**src/core/odsm_defines.svh**
```systemverilog
// Register map, field positions, reset values and codes
`ifndef ODSM_DEFINES_SVH
`define ODSM_DEFINES_SVH

`define ODSM_ADDR_CH7_CTRL   8'h2b
`define ODSM_ADDR_CH7_DIV    8'h2c
`define ODSM_ADDR_CMOS_CTRL  8'h2d
`define ODSM_ADDR_PATH_CTRL  8'h30

`define ODSM_RST_CH7_MUX     2'h0
`define ODSM_RST_CH7_DIV     8'h05
`define ODSM_RST_CMOS_CTRL   8'h0a
`define ODSM_RST_PATH_CTRL   2'h0
`define ODSM_ZERO8           8'h00
`define ODSM_RST_OE_N        1'b1
`define ODSM_PAD6            6'h00

`define ODSM_CH7_MUX_RNG     7:6
`define ODSM_PRESCALE_RNG    5:4
`define ODSM_STS1_RNG        3:2
`define ODSM_STS0_RNG        1:0
`define ODSM_PATH_PRE_BIT    0
`define ODSM_PATH_CH7_BIT    1
`define ODSM_PATH_RNG        1:0

`define ODSM_SRC_PLL         2'h0
`define ODSM_SRC_PRI         2'h2
`define ODSM_SRC_SEC         2'h3

`define ODSM_PRE_OFF         2'h0
`define ODSM_PRE_DIV4        2'h1
`define ODSM_PRE_DIV5        2'h2
`define ODSM_PRE_DIV4_M1     8'h03
`define ODSM_PRE_DIV5_M1     8'h04

`define ODSM_STS_DIVA        2'h0
`define ODSM_STS_DIVB        2'h1
`define ODSM_STS_NORMAL      2'h2
`define ODSM_STS_OFF         2'h3

`endif

```
**src/core/odsm_pkg.sv**
```systemverilog
// Types shared by the output divider and status mux block
package odsm_pkg;

  typedef struct packed {
    logic       wr;
    logic       rd;
    logic [7:0] addr;
    logic [7:0] wdata;
  } odsm_bus_t;

  typedef struct packed {
    logic pll1;
    logic pll2;
    logic pri_ref;
    logic sec_ref;
  } odsm_src_t;

  typedef struct packed {
    logic [7:0] cnt;
    logic       tick;
  } odsm_div_t;

  typedef struct packed {
    logic [1:0] ch7_mux;
    logic [7:0] ch7_div;
    logic [7:0] cmos_ctrl;
    logic [1:0] path_ctrl;
    logic [7:0] rdata;
    logic       ch7_byp;
    logic       tog_a;
    logic       tog_b;
    logic       sts0;
    logic       sts1;
    logic       sts0_oe_n;
    logic       sts1_oe_n;
  } odsm_state_t;

endpackage

```
**src/core/odsm_pulse_div.sv**
```systemverilog
// Divide a one-cycle tick stream by a programmable ratio
`timescale 1ns/10ps
`default_nettype none

`include "odsm_defines.svh"

module odsm_pulse_div (
  // Clock and reset
  input  wire logic       i_clk,
  input  wire logic       i_nrst,
  // Control
  input  wire logic       i_run,
  input  wire logic [7:0] i_ratio_m1,
  // Ticks
  input  wire logic       i_tick,
  output logic            o_tick
);
  import odsm_pkg::*;

  odsm_div_t s_q;
  odsm_div_t s_d;

  always_comb begin
    s_d      = s_q;
    s_d.tick = 1'b0;
    if (!i_run) begin
      s_d.cnt = `ODSM_ZERO8;
    end else if (i_tick) begin
      // Compare with >= so a lowered ratio never waits a full wrap
      if (s_q.cnt >= i_ratio_m1) begin
        s_d.cnt  = `ODSM_ZERO8;
        s_d.tick = 1'b1;
      end else begin
        s_d.cnt = s_q.cnt + 8'h01;
      end
    end
  end

  always_ff @(posedge i_clk or negedge i_nrst) begin
    if (!i_nrst) begin
      s_q <= '0;
    end else begin
      s_q <= s_d;
    end
  end

  assign o_tick = s_q.tick;

endmodule // odsm_pulse_div

`default_nettype wire

```
**src/core/odsm_top.sv**
```systemverilog
// Channel 7 output divider and status pin clock routing
//
// Our own choice: strobed register access.
`timescale 1ns/10ps
`default_nettype none

`include "odsm_defines.svh"

module odsm_top #(
  parameter logic [7:0] CMOS_A_RATIO_M1 = 8'h00,
  parameter logic [7:0] CMOS_B_RATIO_M1 = 8'h00
) (
  // Clock and reset
  input  wire logic             I_CLK,
  input  wire logic             I_NRST,
  // Register port
  input  wire odsm_pkg::odsm_bus_t I_BUS,
  output logic [7:0]            O_RDATA,
  // Clock source ticks
  input  wire odsm_pkg::odsm_src_t I_SRC,
  // Normal status signals
  input  wire logic             I_STATUS_PIN0_FUNC,
  input  wire logic             I_STATUS_PIN1_FUNC,
  // Channel 7 output tick
  output logic                  O_CH7_TICK,
  // Status pins
  output logic                  O_STATUS_PIN0,
  output logic                  O_STATUS_PIN0_OE_N,
  output logic                  O_STATUS_PIN1,
  output logic                  O_STATUS_PIN1_OE_N
);
  import odsm_pkg::*;

  odsm_state_t s_q;
  odsm_state_t s_d;

  logic       ch7_pll_tick;
  logic       ch7_from_pll;
  logic       ch7_div_tick;
  logic       pre_src_tick;
  logic       pre_run;
  logic [7:0] pre_ratio_m1;
  logic       pre_tick;
  logic       div_a_tick;
  logic       div_b_tick;
  logic [1:0] pre_sel;
  logic [1:0] pin0_out;
  logic [1:0] pin1_out;

  // Returns {level, oe_n} for one status pin
  function automatic logic [1:0] sts_route(input logic [1:0] sel,
                                           input logic       clk_a,
                                           input logic       clk_b,
                                           input logic       func);
    case (sel)
      `ODSM_STS_DIVA:   sts_route = {clk_a, 1'b0};
      `ODSM_STS_DIVB:   sts_route = {clk_b, 1'b0};
      `ODSM_STS_NORMAL: sts_route = {func, 1'b0};
      // Disabled pin is released and parked low
      default:          sts_route = {1'b0, 1'b1};
    endcase
  endfunction

  // Read-back image of one register; unmapped addresses read zero
  function automatic logic [7:0] reg_image(input logic [7:0]  addr,
                                           input odsm_state_t st);
    case (addr)
      `ODSM_ADDR_CH7_CTRL:  reg_image = {st.ch7_mux, `ODSM_PAD6};
      `ODSM_ADDR_CH7_DIV:   reg_image = st.ch7_div;
      `ODSM_ADDR_CMOS_CTRL: reg_image = st.cmos_ctrl;
      `ODSM_ADDR_PATH_CTRL: reg_image = {`ODSM_PAD6, st.path_ctrl};
      default:              reg_image = `ODSM_ZERO8;
    endcase
  endfunction

  // Synthesizer choice for channel 7 and the prescaler
  assign ch7_pll_tick = s_q.path_ctrl[`ODSM_PATH_CH7_BIT] ? I_SRC.pll2
                                                          : I_SRC.pll1;
  assign ch7_from_pll = (s_q.ch7_mux == `ODSM_SRC_PLL);
  assign pre_src_tick = s_q.path_ctrl[`ODSM_PATH_PRE_BIT] ? I_SRC.pll2
                                                          : I_SRC.pll1;
  assign pre_sel      = s_q.cmos_ctrl[`ODSM_PRESCALE_RNG];

  always_comb begin
    pre_run      = 1'b1;
    pre_ratio_m1 = `ODSM_PRE_DIV4_M1;
    case (pre_sel)
      `ODSM_PRE_DIV4: pre_ratio_m1 = `ODSM_PRE_DIV4_M1;
      `ODSM_PRE_DIV5: pre_ratio_m1 = `ODSM_PRE_DIV5_M1;
      // Off and reserved codes both stop the CMOS clock chain
      default:        pre_run      = 1'b0;
    endcase
  end

  // Channel 7 divider, held cleared while a reference feeds the channel
  odsm_pulse_div u_ch7_div (
    .i_clk      (I_CLK),
    .i_nrst     (I_NRST),
    .i_run      (ch7_from_pll),
    .i_ratio_m1 (s_q.ch7_div),
    .i_tick     (ch7_pll_tick),
    .o_tick     (ch7_div_tick)
  );

  // Prescaler and both CMOS dividers share one run gate, so a restart
  // always begins from a fully cleared chain
  odsm_pulse_div u_prescale (
    .i_clk      (I_CLK),
    .i_nrst     (I_NRST),
    .i_run      (pre_run),
    .i_ratio_m1 (pre_ratio_m1),
    .i_tick     (pre_src_tick),
    .o_tick     (pre_tick)
  );

  odsm_pulse_div u_cmos_a (
    .i_clk      (I_CLK),
    .i_nrst     (I_NRST),
    .i_run      (pre_run),
    .i_ratio_m1 (CMOS_A_RATIO_M1),
    .i_tick     (pre_tick),
    .o_tick     (div_a_tick)
  );

  odsm_pulse_div u_cmos_b (
    .i_clk      (I_CLK),
    .i_nrst     (I_NRST),
    .i_run      (pre_run),
    .i_ratio_m1 (CMOS_B_RATIO_M1),
    .i_tick     (pre_tick),
    .o_tick     (div_b_tick)
  );

  always_comb begin
    s_d       = s_q;
    s_d.rdata = `ODSM_ZERO8;

    // Register writes
    // Reserved CMOS control bits are stored so software reads them back
    if (I_BUS.wr) begin
      case (I_BUS.addr)
        `ODSM_ADDR_CH7_CTRL:  s_d.ch7_mux   = I_BUS.wdata[`ODSM_CH7_MUX_RNG];
        `ODSM_ADDR_CH7_DIV:   s_d.ch7_div   = I_BUS.wdata;
        `ODSM_ADDR_CMOS_CTRL: s_d.cmos_ctrl = I_BUS.wdata;
        `ODSM_ADDR_PATH_CTRL: s_d.path_ctrl = I_BUS.wdata[`ODSM_PATH_RNG];
        default:              s_d.ch7_div   = s_q.ch7_div;
      endcase
    end

    // Register reads, data valid the cycle after the strobe only
    if (I_BUS.rd) begin
      s_d.rdata = reg_image(I_BUS.addr, s_q);
    end

    // Reference bypass path, one flop to match the divider latency
    case (s_q.ch7_mux)
      `ODSM_SRC_PRI: s_d.ch7_byp = I_SRC.pri_ref;
      `ODSM_SRC_SEC: s_d.ch7_byp = I_SRC.sec_ref;
      // Synthesizer path uses the divider; reserved code stays silent
      default:       s_d.ch7_byp = 1'b0;
    endcase

    // Divider ticks become square clocks on the status pins
    if (!pre_run) begin
      s_d.tog_a = 1'b0;
      s_d.tog_b = 1'b0;
    end else begin
      s_d.tog_a = s_q.tog_a ^ div_a_tick;
      s_d.tog_b = s_q.tog_b ^ div_b_tick;
    end

    pin0_out      = sts_route(s_q.cmos_ctrl[`ODSM_STS0_RNG], s_q.tog_a,
                              s_q.tog_b, I_STATUS_PIN0_FUNC);
    pin1_out      = sts_route(s_q.cmos_ctrl[`ODSM_STS1_RNG], s_q.tog_a,
                              s_q.tog_b, I_STATUS_PIN1_FUNC);
    s_d.sts0      = pin0_out[1];
    s_d.sts0_oe_n = pin0_out[0];
    s_d.sts1      = pin1_out[1];
    s_d.sts1_oe_n = pin1_out[0];
  end

  always_ff @(posedge I_CLK or negedge I_NRST) begin
    if (!I_NRST) begin
      s_q.ch7_mux   <= `ODSM_RST_CH7_MUX;
      s_q.ch7_div   <= `ODSM_RST_CH7_DIV;
      s_q.cmos_ctrl <= `ODSM_RST_CMOS_CTRL;
      s_q.path_ctrl <= `ODSM_RST_PATH_CTRL;
      s_q.rdata     <= `ODSM_ZERO8;
      s_q.ch7_byp   <= 1'b0;
      s_q.tog_a     <= 1'b0;
      s_q.tog_b     <= 1'b0;
      s_q.sts0      <= 1'b0;
      s_q.sts1      <= 1'b0;
      // Pins leave reset released; routing takes over one edge later
      s_q.sts0_oe_n <= `ODSM_RST_OE_N;
      s_q.sts1_oe_n <= `ODSM_RST_OE_N;
    end else begin
      s_q <= s_d;
    end
  end

  // Only the channel 7 select is combinational; it picks between two
  // flops so both source paths keep the same one-cycle latency
  assign O_RDATA            = s_q.rdata;
  assign O_CH7_TICK         = ch7_from_pll ? ch7_div_tick : s_q.ch7_byp;
  assign O_STATUS_PIN0      = s_q.sts0;
  assign O_STATUS_PIN0_OE_N = s_q.sts0_oe_n;
  assign O_STATUS_PIN1      = s_q.sts1;
  assign O_STATUS_PIN1_OE_N = s_q.sts1_oe_n;

endmodule // odsm_top

`default_nettype wire

```
**config.mk**
```make
export PLATFORM = sky130hd
export DESIGN_NAME = odsm_top
export DESIGN_NICKNAME = d
export VERILOG_FILES = /design/src/core/odsm_pkg.sv /design/src/core/odsm_pulse_div.sv /design/src/core/odsm_top.sv
export VERILOG_INCLUDE_DIRS = /design/src /design/src/core
export SDC_FILE = /design/constraint.sdc
export NUM_CORES = 1
export LEC_CHECK = 0
export BUFFER_PORTS_ARGS = -buffer_cell sky130_fd_sc_hd__buf_2
export CORE_ASPECT_RATIO = 0.75
export CORE_MARGIN = 4
export CORE_UTILIZATION = 48
export CTS_CLUSTER_DIAMETER = 40
export CTS_CLUSTER_SIZE = 14
export DETAILED_ROUTE_END_ITERATION = 10
export PLACE_DENSITY = 0.67
export REMOVE_ABC_BUFFERS = 1
export SLEW_MARGIN = 20
export SYNTH_ARGS = -nofsm -noshare
export SYNTH_HDL_FRONTEND = slang
export SYNTH_SLANG_ARGS = --single-unit
```
**constraint.sdc**
```tcl
create_clock -name I_CLK -period 3.5 [get_ports I_CLK]
set_input_delay 0.7 -clock I_CLK [delete_from_list [all_inputs] [get_ports I_CLK]]
set_output_delay 0.7 -clock I_CLK [all_outputs]
set_load 0.05 [all_outputs]
```
== Yosys cells after proc, flatten, opt, wreduce, memory -nomap -nowiden ==
Index checks and enable logic that the tools add are counted.

* Multiplexer cells: 31
* Add/sub/neg operators: 4
* $lt $le $gt $ge: 4
* Bitwise gates (word level): 2
* Reduce and logical (&&, ||, !) cells: 8
* Eq/ne operators: 15

{| class="wikitable"
|+ Operators with widths
! kind !! count
|-
| $mux W8 || 9
|-
| $mux W9 || 4
|-
| $add A8 B1 Y8 const B || 4
|-
| $eq A8 B6 Y1 const B || 4
|-
| $pmux W8 S4 || 1
|-
| $ge A8 B1 Y1 const B || 2
|-
| $mux W1 || 12
|-
| $pmux W2 S3 || 2
|-
| $eq A2 B2 Y1 const B || 5
|-
| $ge A8 B3 Y1 || 1
|-
| $ge A8 B8 Y1 || 1
|-
| $reduce_and A2 Y1 || 4
|-
| $eq A2 B1 Y1 const B || 3
|-
| $logic_not A2 Y1 || 3
|-
| $ne A2 B2 Y1 const B || 3
|-
| $mux W3 || 1
|-
| $mux W2 || 1
|-
| $pmux W1 S2 || 1
|-
| $reduce_or A2 Y1 || 1
|-
| $xor A1 B1 Y1 || 2
|}

* Input bits: 26
* Flip-flop bits (word level): 71
* Logic and storage cells: 84
* Output and inout port bits: 13

== Longest topological paths before layout ==
Gate-level depths: netlist of run 1.

* Depth after elaboration: 6
* Gate-level depth with buffers: 9
* Depth with buffers taken out: 9

== Modules after synthesis ==
Synthesis of run 1 repeated with hierarchy kept, for this count alone.

* Cells, all modules: 512
* Area total of the unflattened synthesis: 5049.8 µm²

{| class="wikitable"
|+ Modules (own cells, without submodules)
! module !! cells an instance !! sequential area each (µm²) !! area an instance (µm²) !! instances
|-
| odsm_pulse_div || 95 || 225.2 || 823.3 || 4
|-
| odsm_top || 132 || 883.3 || 1756.7 || 1
|}

== Least setup slack after synthesis of run 1 ==
Ideal clock, no wire load.

* Path type: input -> register
* Start point: in I_BUS[15] in the netlist's numbering
* End point: reg s_q[26] in the netlist's numbering
* Buffers on the path: 1
* Cell stages on the path: 6
* Setup slack: 1.477 ns
* Required time: 3.375 ns
* Setup time: 0.125 ns
* Arrival: 1.898 ns
* Path through: nor2_1 nand2_1 nor3_4 and3b_1 buf_4 mux2_2

* Word-level cells in the longest chain between the ends: 2

{| class="wikitable"
|+ RTL lines
! item !! RTL line !! source
|-
| from (decl) || odsm_top.sv:17 || <nowiki>input wire odsm_pkg::odsm_bus_t I_BUS,</nowiki>
|-
| $eq A8 B6 Y1 || odsm_top.sv:141 || <nowiki>case (I_BUS.addr)</nowiki>
|-
| $reduce_and A2 Y1 (no line) || - ||
|-
| to (decl) || odsm_top.sv:34 || <nowiki>odsm_state_t s_q;</nowiki>
|}

Every way passes these cells.
A chain may end at the register's enable or synchronous reset.

== Worst setup path in the final report of run 1 ==
* Start point: reg s_q[33] in the netlist's numbering
* End point: out O_CH7_TICK

* Word-level cells in the longest chain between the ends: 2

{| class="wikitable"
|+ RTL lines
! item !! RTL line !! source
|-
| $logic_not A2 Y1 (no line) || - ||
|-
| $mux W1 || odsm_top.sv:205 || <nowiki>assign O_CH7_TICK = ch7_from_pll ? ch7_div_tick : s_q.ch7_byp;</nowiki>
|-
| to (decl) || odsm_top.sv:25 || <nowiki>output logic O_CH7_TICK,</nowiki>
|}

Every way passes these cells.

==> results of run 1 <==
-- through the flow --
step	power [mW]	hold slack, ps	setup WS, ps	util
finish	1.220	480.6	1026	0.5648
global route	1.300	507.7	930.8	0.5648
CTS	1.234	498.5	1016	0.5648
detailed placement	0.8803	471.6	1123	0.5475
global placement	0.8741	447.5	1162	0.5475
floorplan	0.8089	404.4	1415	-
-- final cells by class --
cell class	count	area share
Timing Repair Buffer	41	0.06925
Sequential cell	54	0.4424
Tap cell	75	0.03055
Clock inverter	3	0.008147
Clock buffer	5	0.02240
Multi-Input combinational cell	174	0.4102
Inverter	14	0.01711
-- cell usage after synthesis (2+ instances only) --
master / instances / area, µm²
a21o_1: 2 / 15.01
nand3_1: 15 / 75.07
buf_4: 9 / 67.56
xnor2_1: 2 / 17.52
mux2_4: 2 / 30.03
dfrtp_1: 48 / 1201
a22oi_1: 4 / 30.03
dfstp_2: 6 / 157.7
o2111ai_1: 2 / 17.52
nand2_1: 26 / 97.59
ha_1: 14 / 175.2
and3_1: 3 / 18.77
nor3_4: 2 / 32.53
nor2_1: 15 / 56.30
o21ai_0: 9 / 45.04
nor3b_1: 2 / 15.01
a21oi_1: 7 / 35.03
inv_1: 14 / 52.55
mux2_2: 20 / 225.2
nor3_1: 7 / 35.03
and2_1: 6 / 37.54
mux2i_1: 9 / 90.09
nor2b_1: 8 / 50.05
nor4_1: 2 / 12.51
clkbuf_1: 2 / 7.510
nand3b_1: 3 / 22.52
-- logic make-up (layout without fill, tap and decap cells) --
kind of cell / Yosys count / count (layout)
and+or+nand+nor: 96 / 96
DFF: 54 / 54
AOI/OAI and AO/OA: 31 / 31
muxes: 31 / 31
buffers and inverters: 26 / 63
adders and majority gates: 14 / 14
xor gates and xnor gates: 2 / 2
-- flip-flops by register name (all words and copies together), names as in the netlist --
register / count
s_q: 21
O_RDATA: 8
u_ch7_div.s_q: 8
u_prescale.s_q: 8
pre_sel: 2
O_STATUS_PIN0: 1
O_STATUS_PIN0_OE_N: 1
O_STATUS_PIN1: 1
O_STATUS_PIN1_OE_N: 1
u_ch7_div.o_tick: 1
u_cmos_a.o_tick: 1
u_prescale.o_tick: 1
-- how the worst max path moves through the flow --
stage / cells past startpoint / slack (ps) / from / to
after floorplan: 5 / 1410 / I_BUS[15] / s_q[26]
after global placement: 6 / 1160 / I_BUS[15] / s_q[30]
after detailed placement: 6 / 1120 / I_BUS[15] / s_q[28]
after CTS: 3 / 1020 / s_q[33] / O_CH7_TICK
after global routing: 3 / 930 / s_q[33] / O_CH7_TICK
final: 3 / 1030 / s_q[33] / O_CH7_TICK
-- power groups by stage --
| stage | Sequential (mW) | Combinational, mW | Clock (mW) |
|---|---|---|---|
| 2_1_floorplan | 0.682 | 0.127 | 0 |
| 3_3_place_gp | 0.686 | 0.188 | 0 |
| 3_5_place_dp | 0.688 | 0.193 | 0 |
| 4_1_cts | 0.676 | 0.193 | 0.365 |
| 5_1_grt | 0.680 | 0.216 | 0.403 |
| 6_report | 0.676 | 0.192 | 0.352 |
-- per-layer routing --
layer	wire (µm)	share of wire
met5	0	0
met1	2640	0.52
met3	315	0.062
met4	40	0.0079
met2	2066	0.41
-- critical path, stage by stage (launching register included) --
cell	delay, ps
dfrtp_1	410
or2_0	450
mux2_2	400
buf_2	210
==> parameters.txt, run 1 <==
Parameter                              Value

Final layout
  Diodes inserted ... 0
  Area occupied by registers ... 1359 µm²
  Most frequent cells in the layout ... 48 x dfrtp_1, 38 x buf_2, 26 x nand2_1, 20 x mux2_2
  Number of nets at the end of the flow ... 330
  Proportion of layout cells with a drive suffix above 1 ... 0.2887
  Fill cell count ... between 400 and 500
  Multi-input gate area ... between 1000 and 1500 µm²
  Number of standard cells in the layout, taps in and fillers out ... 366
  Layout overhead on the synthesized area ... 11.69%
  Most common library cell in the layout ignoring fill and taps ... dfrtp_1
  Final design instance area without fill ... ~3100 µm²

Timing
  Worst slew pin tran ... 834.8 ps
  Setup tns final ... 0 ps
  Final cycle utilization of the critical path ... 0.7069
  Pins over their slew limit ... 0
  Worst max-slew margin expressed relative to the limit ... 0.4435
  Final period demand of the worst path ... 2474 ps
  Maximum clock frequency ... 0.4042 GHz
  Worst clock skew on the final layout ... 7.735 ps
  Final hold violation count ... 0
  Unrepaired setup endpoints after global routing ... false
  Final Setup Violations ... 0

Flow run
  Number of max-capacitance violations reported ... 0

Synthesis
  Mux share of post-synthesis cell area ... 0.1256
  Compound-Gate Fraction of Synth Area ... 0.07689
  Ys Warns ... 0
  Fraction of the yosys area taken by sequential cells ... 0.4941
  Average footprint of a synthesized cell ... 10.83 µm²
  Area share of xor/xnor cells in the synthesized design ... 0.006369
  Most used flip-flop cell after synthesis ... dfrtp_1
  Post-Synthesis Cells ... 254
  Dominant combinational cell family by area after synthesis ... simple AND/OR/NAND/NOR gates
  Area of the mapped netlist ... 2750 µm²
  Async set-or-reset flop fraction in the synthesized netlist ... 1.000
  Adder-cell share of the synthesized area ... 0.06369
  Count of state elements after synthesis ... 54
  Count of unique library cells instantiated by Yosys ... between 40 and 50
  Basic-gate share of the synthesized area counting and, or, nand and nor cells ... 0.1856
  Number of flops mapped to enable cells by yosys ... 0

Place
  Total half-perimeter wirelength after legalization and detailed placement ... 3.840 mm
  Post-Place Cells ... between 300 and 400
  Final Wtd Congestion ... ~0.76
  Port-buffer cells ... 38
  Placed cell area ... about 3000 µm²

Floorplan
  Std cell rows ... 23
  Top-level port count ... 39
  Die outline area ... 7017 µm²
  Effective utilization at floorplan ... 0.5056
  Die Y ... 73.55 µm
  Std-Cell Core Area ... 5439 µm²
  Die width ... 95.40 µm

Clock network
  Latest clock arrival within the worst-skew pair ... 310 ps
  Clock root buffer ... clkbuf_8
  Buffers inserted by post-CTS timing repair ... 0
  H-tree levels ... 2
  CTS buffer count ... 5
  Post-cts repair resize count ... 0
  Clock tree from TritonCTS ... done
  Clock-pin slew reported for the worst setup and hold paths after clock tree synthesis ... 100 ps
  Clock tree buffer depth ... 2
  Clock sink total ... 54
  Count of hold buffers inserted by post-cts repair ... 0

Power and ir drop
  Power per Cell Area ... 397.1 nW/µm²
  Flop pwr share ... 0.554
  Worst VDD drop ... approximately 0.00015 V
  Relative contribution of the clock network to total power ... 0.289
  Switching share of power ... 0.2848
  Net switching power of the design ... 0.3475 mW
  Cell internal pwr ... 0.8724 mW
  Part of the power in combinational logic ... 0.157
  Leakage dissipation ... 1.488 nW

Route
  Via count normalized by instance count ... 5.107
  Count of nets left with antenna violations after detail routing ... 0
  Violation count after the first detailed-route iteration ... 85
  Drt wl/cell ... approximately 14 µm
  Total iterations of the first detailed-routing run ... 4
  DRC ... 0
  Vias post-DR ... 1869
  Detailed Route WL ... between 5 and 6 mm

Critical path
  Max Fanout on Critical Path ... 7
  Crit path DAT ... 1770 ps
  Worst r2r dst ... u_ch7_div.s_q[4]
  Path depth of the worst reg2reg path ... 7
  Reg2Reg Launch Point ... s_q[27]
  Sort of element at the start of the critical path ... flip-flop
  Worst path required time ... around 2800 ps
  Startpoint-to-endpoint class of the critical path ... reg2out
  Type of destination of the critical path ... output port
  Register-to-register setup slack ... 1430 ps

GRT
  Pin count of the biggest net entering global routing ... 40
  Wire length of the first global-routing pass ... 8.493 mm
  Number of global-route vias before repair ... 1741
  Most used routing layer ... met1
  Met3 capacity usage during global routing ... 0.04606
  Grt total ovfl ... 0
  Met1 usage in global routing ... 0.2413
  Antenna violations before repair ... 0
  GRT Total Usage ... 0.1596
  Met2 Track Usage GR ... 0.2273

Hold path
  Hold crit path type ... in2async

Run status
  Status ... finished, final reports clean
(Power assumes the default switching activity.)
==> inputs of run 2 (changes only) <==
--- a/config.mk
+++ b/config.mk
@@ -13,7 +13,7 @@
 export CTS_CLUSTER_DIAMETER = 40
 export CTS_CLUSTER_SIZE = 14
 export DETAILED_ROUTE_END_ITERATION = 10
-export PLACE_DENSITY = 0.67
+export PLACE_DENSITY = 0.69
 export REMOVE_ABC_BUFFERS = 1
 export SLEW_MARGIN = 20
 export SYNTH_ARGS = -nofsm -noshare
==> constraint.sdc (replaced) <==
create_clock -name I_CLK -period 2 [get_ports I_CLK]
set_input_delay 0.4 -clock I_CLK [delete_from_list [all_inputs] [get_ports I_CLK]]
set_output_delay 0.4 -clock I_CLK [all_outputs]
set_load 0.05 [all_outputs]
==> run 2 against run 1 <==
Clock-buffer cell count stayed put. Combinational power is 100% higher. Register-to-register slack worse by 1300 ps. Via count is 2.6% higher. Cell count is 1.6% higher. Worst hold slack worse by 460 ps. Final area is 3.7% higher. Global-route usage is 1.0 points higher. Clock power is 110% higher. First-iteration DRC count is 3.5% higher.
==> parameters.txt, run 2 (synthesized netlist as in run 1, its figures left out) <==
Parameter                              Value

Clock network
  Clock sink total ... 54
  Clock tree buffer depth ... 2
  CTS buffer count ... 5
  Count of hold buffers inserted by post-cts repair ... 0
  H-tree levels ... 2
  Clock-pin slew reported for the worst setup and hold paths after clock tree synthesis ... ~100 ps
  Clock root buffer ... clkbuf_8
  Clock tree from TritonCTS ... done
  Latest clock arrival within the worst-skew pair ... 310 ps
  Buffers inserted by post-CTS timing repair ... 0

Critical path
  Crit path DAT ... 1490 ps
  Worst path required time ... 1600 ps
  Register-to-register setup slack ... 160 ps
  Path depth of the worst reg2reg path ... 7
  Worst r2r dst ... u_ch7_div.s_q[6]
  Type of destination of the critical path ... output port
  Sort of element at the start of the critical path ... flip-flop
  Max Fanout on Critical Path ... 4
  Startpoint-to-endpoint class of the critical path ... reg2out
  Reg2Reg Launch Point ... u_ch7_div.s_q[2]

Floorplan
  Top-level port count ... 39
  Effective utilization at floorplan ... 0.5056
  Die outline area ... 7017 µm²
  Std-Cell Core Area ... 5439 µm²
  Die Y ... 73.55 µm
  Std cell rows ... 23
  Die width ... roughly 95 µm

Timing
  Final hold violation count ... 0
  Final cycle utilization of the critical path ... 0.9457
  Unrepaired setup endpoints after global routing ... false
  Final worst slack ... 108.6 ps
  Setup tns final ... 0 ps
  Final Setup Violations ... 0
  Min Hold Slack ... roughly 18 ps
  Worst clock skew on the final layout ... slightly above 8 ps
  Pins over their slew limit ... 0
  Maximum clock frequency ... between 0.5 and 0.6 GHz
  Worst slew pin tran ... 453.7 ps
  Worst max-slew margin expressed relative to the limit ... 0.6975
  Final period demand of the worst path ... 1891 ps

Route
  Via count normalized by instance count ... 5.156
  Drt wl/cell ... 14.62 µm
  Total iterations of the first detailed-routing run ... 4
  Vias post-DR ... 1918
  DRC ... 0
  Count of nets left with antenna violations after detail routing ... 0
  Detailed Route WL ... 5.440 mm
  Violation count after the first detailed-route iteration ... a little under 90

GRT
  Met2 Track Usage GR ... 0.2591
  Grt total ovfl ... 0
  GRT Total Usage ... 0.1700
  Met1 usage in global routing ... 0.2421
  Antenna violations before repair ... 0
  Number of global-route vias before repair ... 1878
  Pin count of the biggest net entering global routing ... 37
  Most used routing layer ... met2
  Met3 capacity usage during global routing ... 0.03685
  Wire length of the first global-routing pass ... 9.025 mm

Final layout
  Proportion of layout cells with a drive suffix above 1 ... 0.3300
  Diodes inserted ... 0
  Max FFs per register ... 21
  Number of standard cells in the layout, taps in and fillers out ... 372
  Number of nets at the end of the flow ... 336
  Fill cell count ... 467
  Most common library cell in the layout ignoring fill and taps ... dfrtp_1
  Layout overhead on the synthesized area ... 15.88%
  Most frequent cells in the layout ... 47 x dfrtp_1, 38 x buf_2, 26 x nand2_1, 20 x mux2_2
  Register with the most flip-flops ... s_q

Place
  Final Wtd Congestion ... 0.8433
  Total half-perimeter wirelength after legalization and detailed placement ... 4.013 mm
  Post-Place Cells ... between 300 and 400
  Port-buffer cells ... 38
  Placement Setup Slack ... 6.955 ps

Hold path
  Hold crit path type ... in2async

Power and ir drop
  Power per Cell Area ... about 730 nW/µm²
  Worst VDD drop ... 0.0003663 V
  Leakage dissipation ... 1.540 nW

Flow run
  Number of max-capacitance violations reported ... 0

Run status
  Status ... finished, final reports clean
run 2: area by class of cell:
| type | instances | area, µm² | share of cell area |
|---|---|---|---|
| timing repair buffer | 47 | 274.0 | 0.08598 |
| clock buffer | 5 | 68.82 | 0.02159 |
| inverter | 14 | 52.55 | 0.01649 |
| multi-input combinational | 174 | 1294 | 0.4060 |
| clock inverter | 3 | 43.79 | 0.01374 |
| sequential | 54 | 1360 | 0.4268 |
| tap | 75 | 93.84 | 0.02945 |
run 2: repair_timing:
action | CTS | global route
gates resized for setup | 1 | 8
endpoints found under the hold margin | 0 | 0
endpoints found under the setup margin | 5 | 10
gates cloned | 0 | 0
pin swaps | 0 | 2
run 2: where the power goes:
group	internal [mW]	switching, mW	total [mW]
Sequential	1.14	0.0432	1.18
Combinational	0.174	0.219	0.392
Clock	0.376	0.367	0.742
Total	1.69	0.629	2.31
run 2: stage by stage:
stage	utilization	power [mW]	area [µm²]
final	0.5859	2.315	3187
after global routing	0.5859	2.431	3187
after CTS	0.5799	2.314	3154
after detailed placement	0.5581	1.566	3035
after global placement	0.5581	1.554	3035
after floorplan	-	1.416	2671
run 2: how the worst max path moves through the flow:
stage	cells past startpoint	slack, ps	to	from
after floorplan	7	130	u_ch7_div.s_q[4]	s_q[27]
after CTS	8	20	u_ch7_div.s_q[5]	s_q[27]
after global routing	9	20	u_prescale.s_q[3]	pre_sel[0]
after global placement	8	140	u_ch7_div.s_q[5]	s_q[27]
final	3	110	O_CH7_TICK	s_q[33]
after detailed placement	8	7	u_ch7_div.s_q[5]	s_q[27]
run 2: critical path: stages (launching register included):
cell	delay, ps
dfrtp_1	420
or2_0	270
mux2_2	280
buf_2	210
run 2: metal layers:
layer,wire length (µm),vias up
li1,-,964
met1,2756,908
met2,2303,39
met3,301,7
met4,78,0
met5,0,-
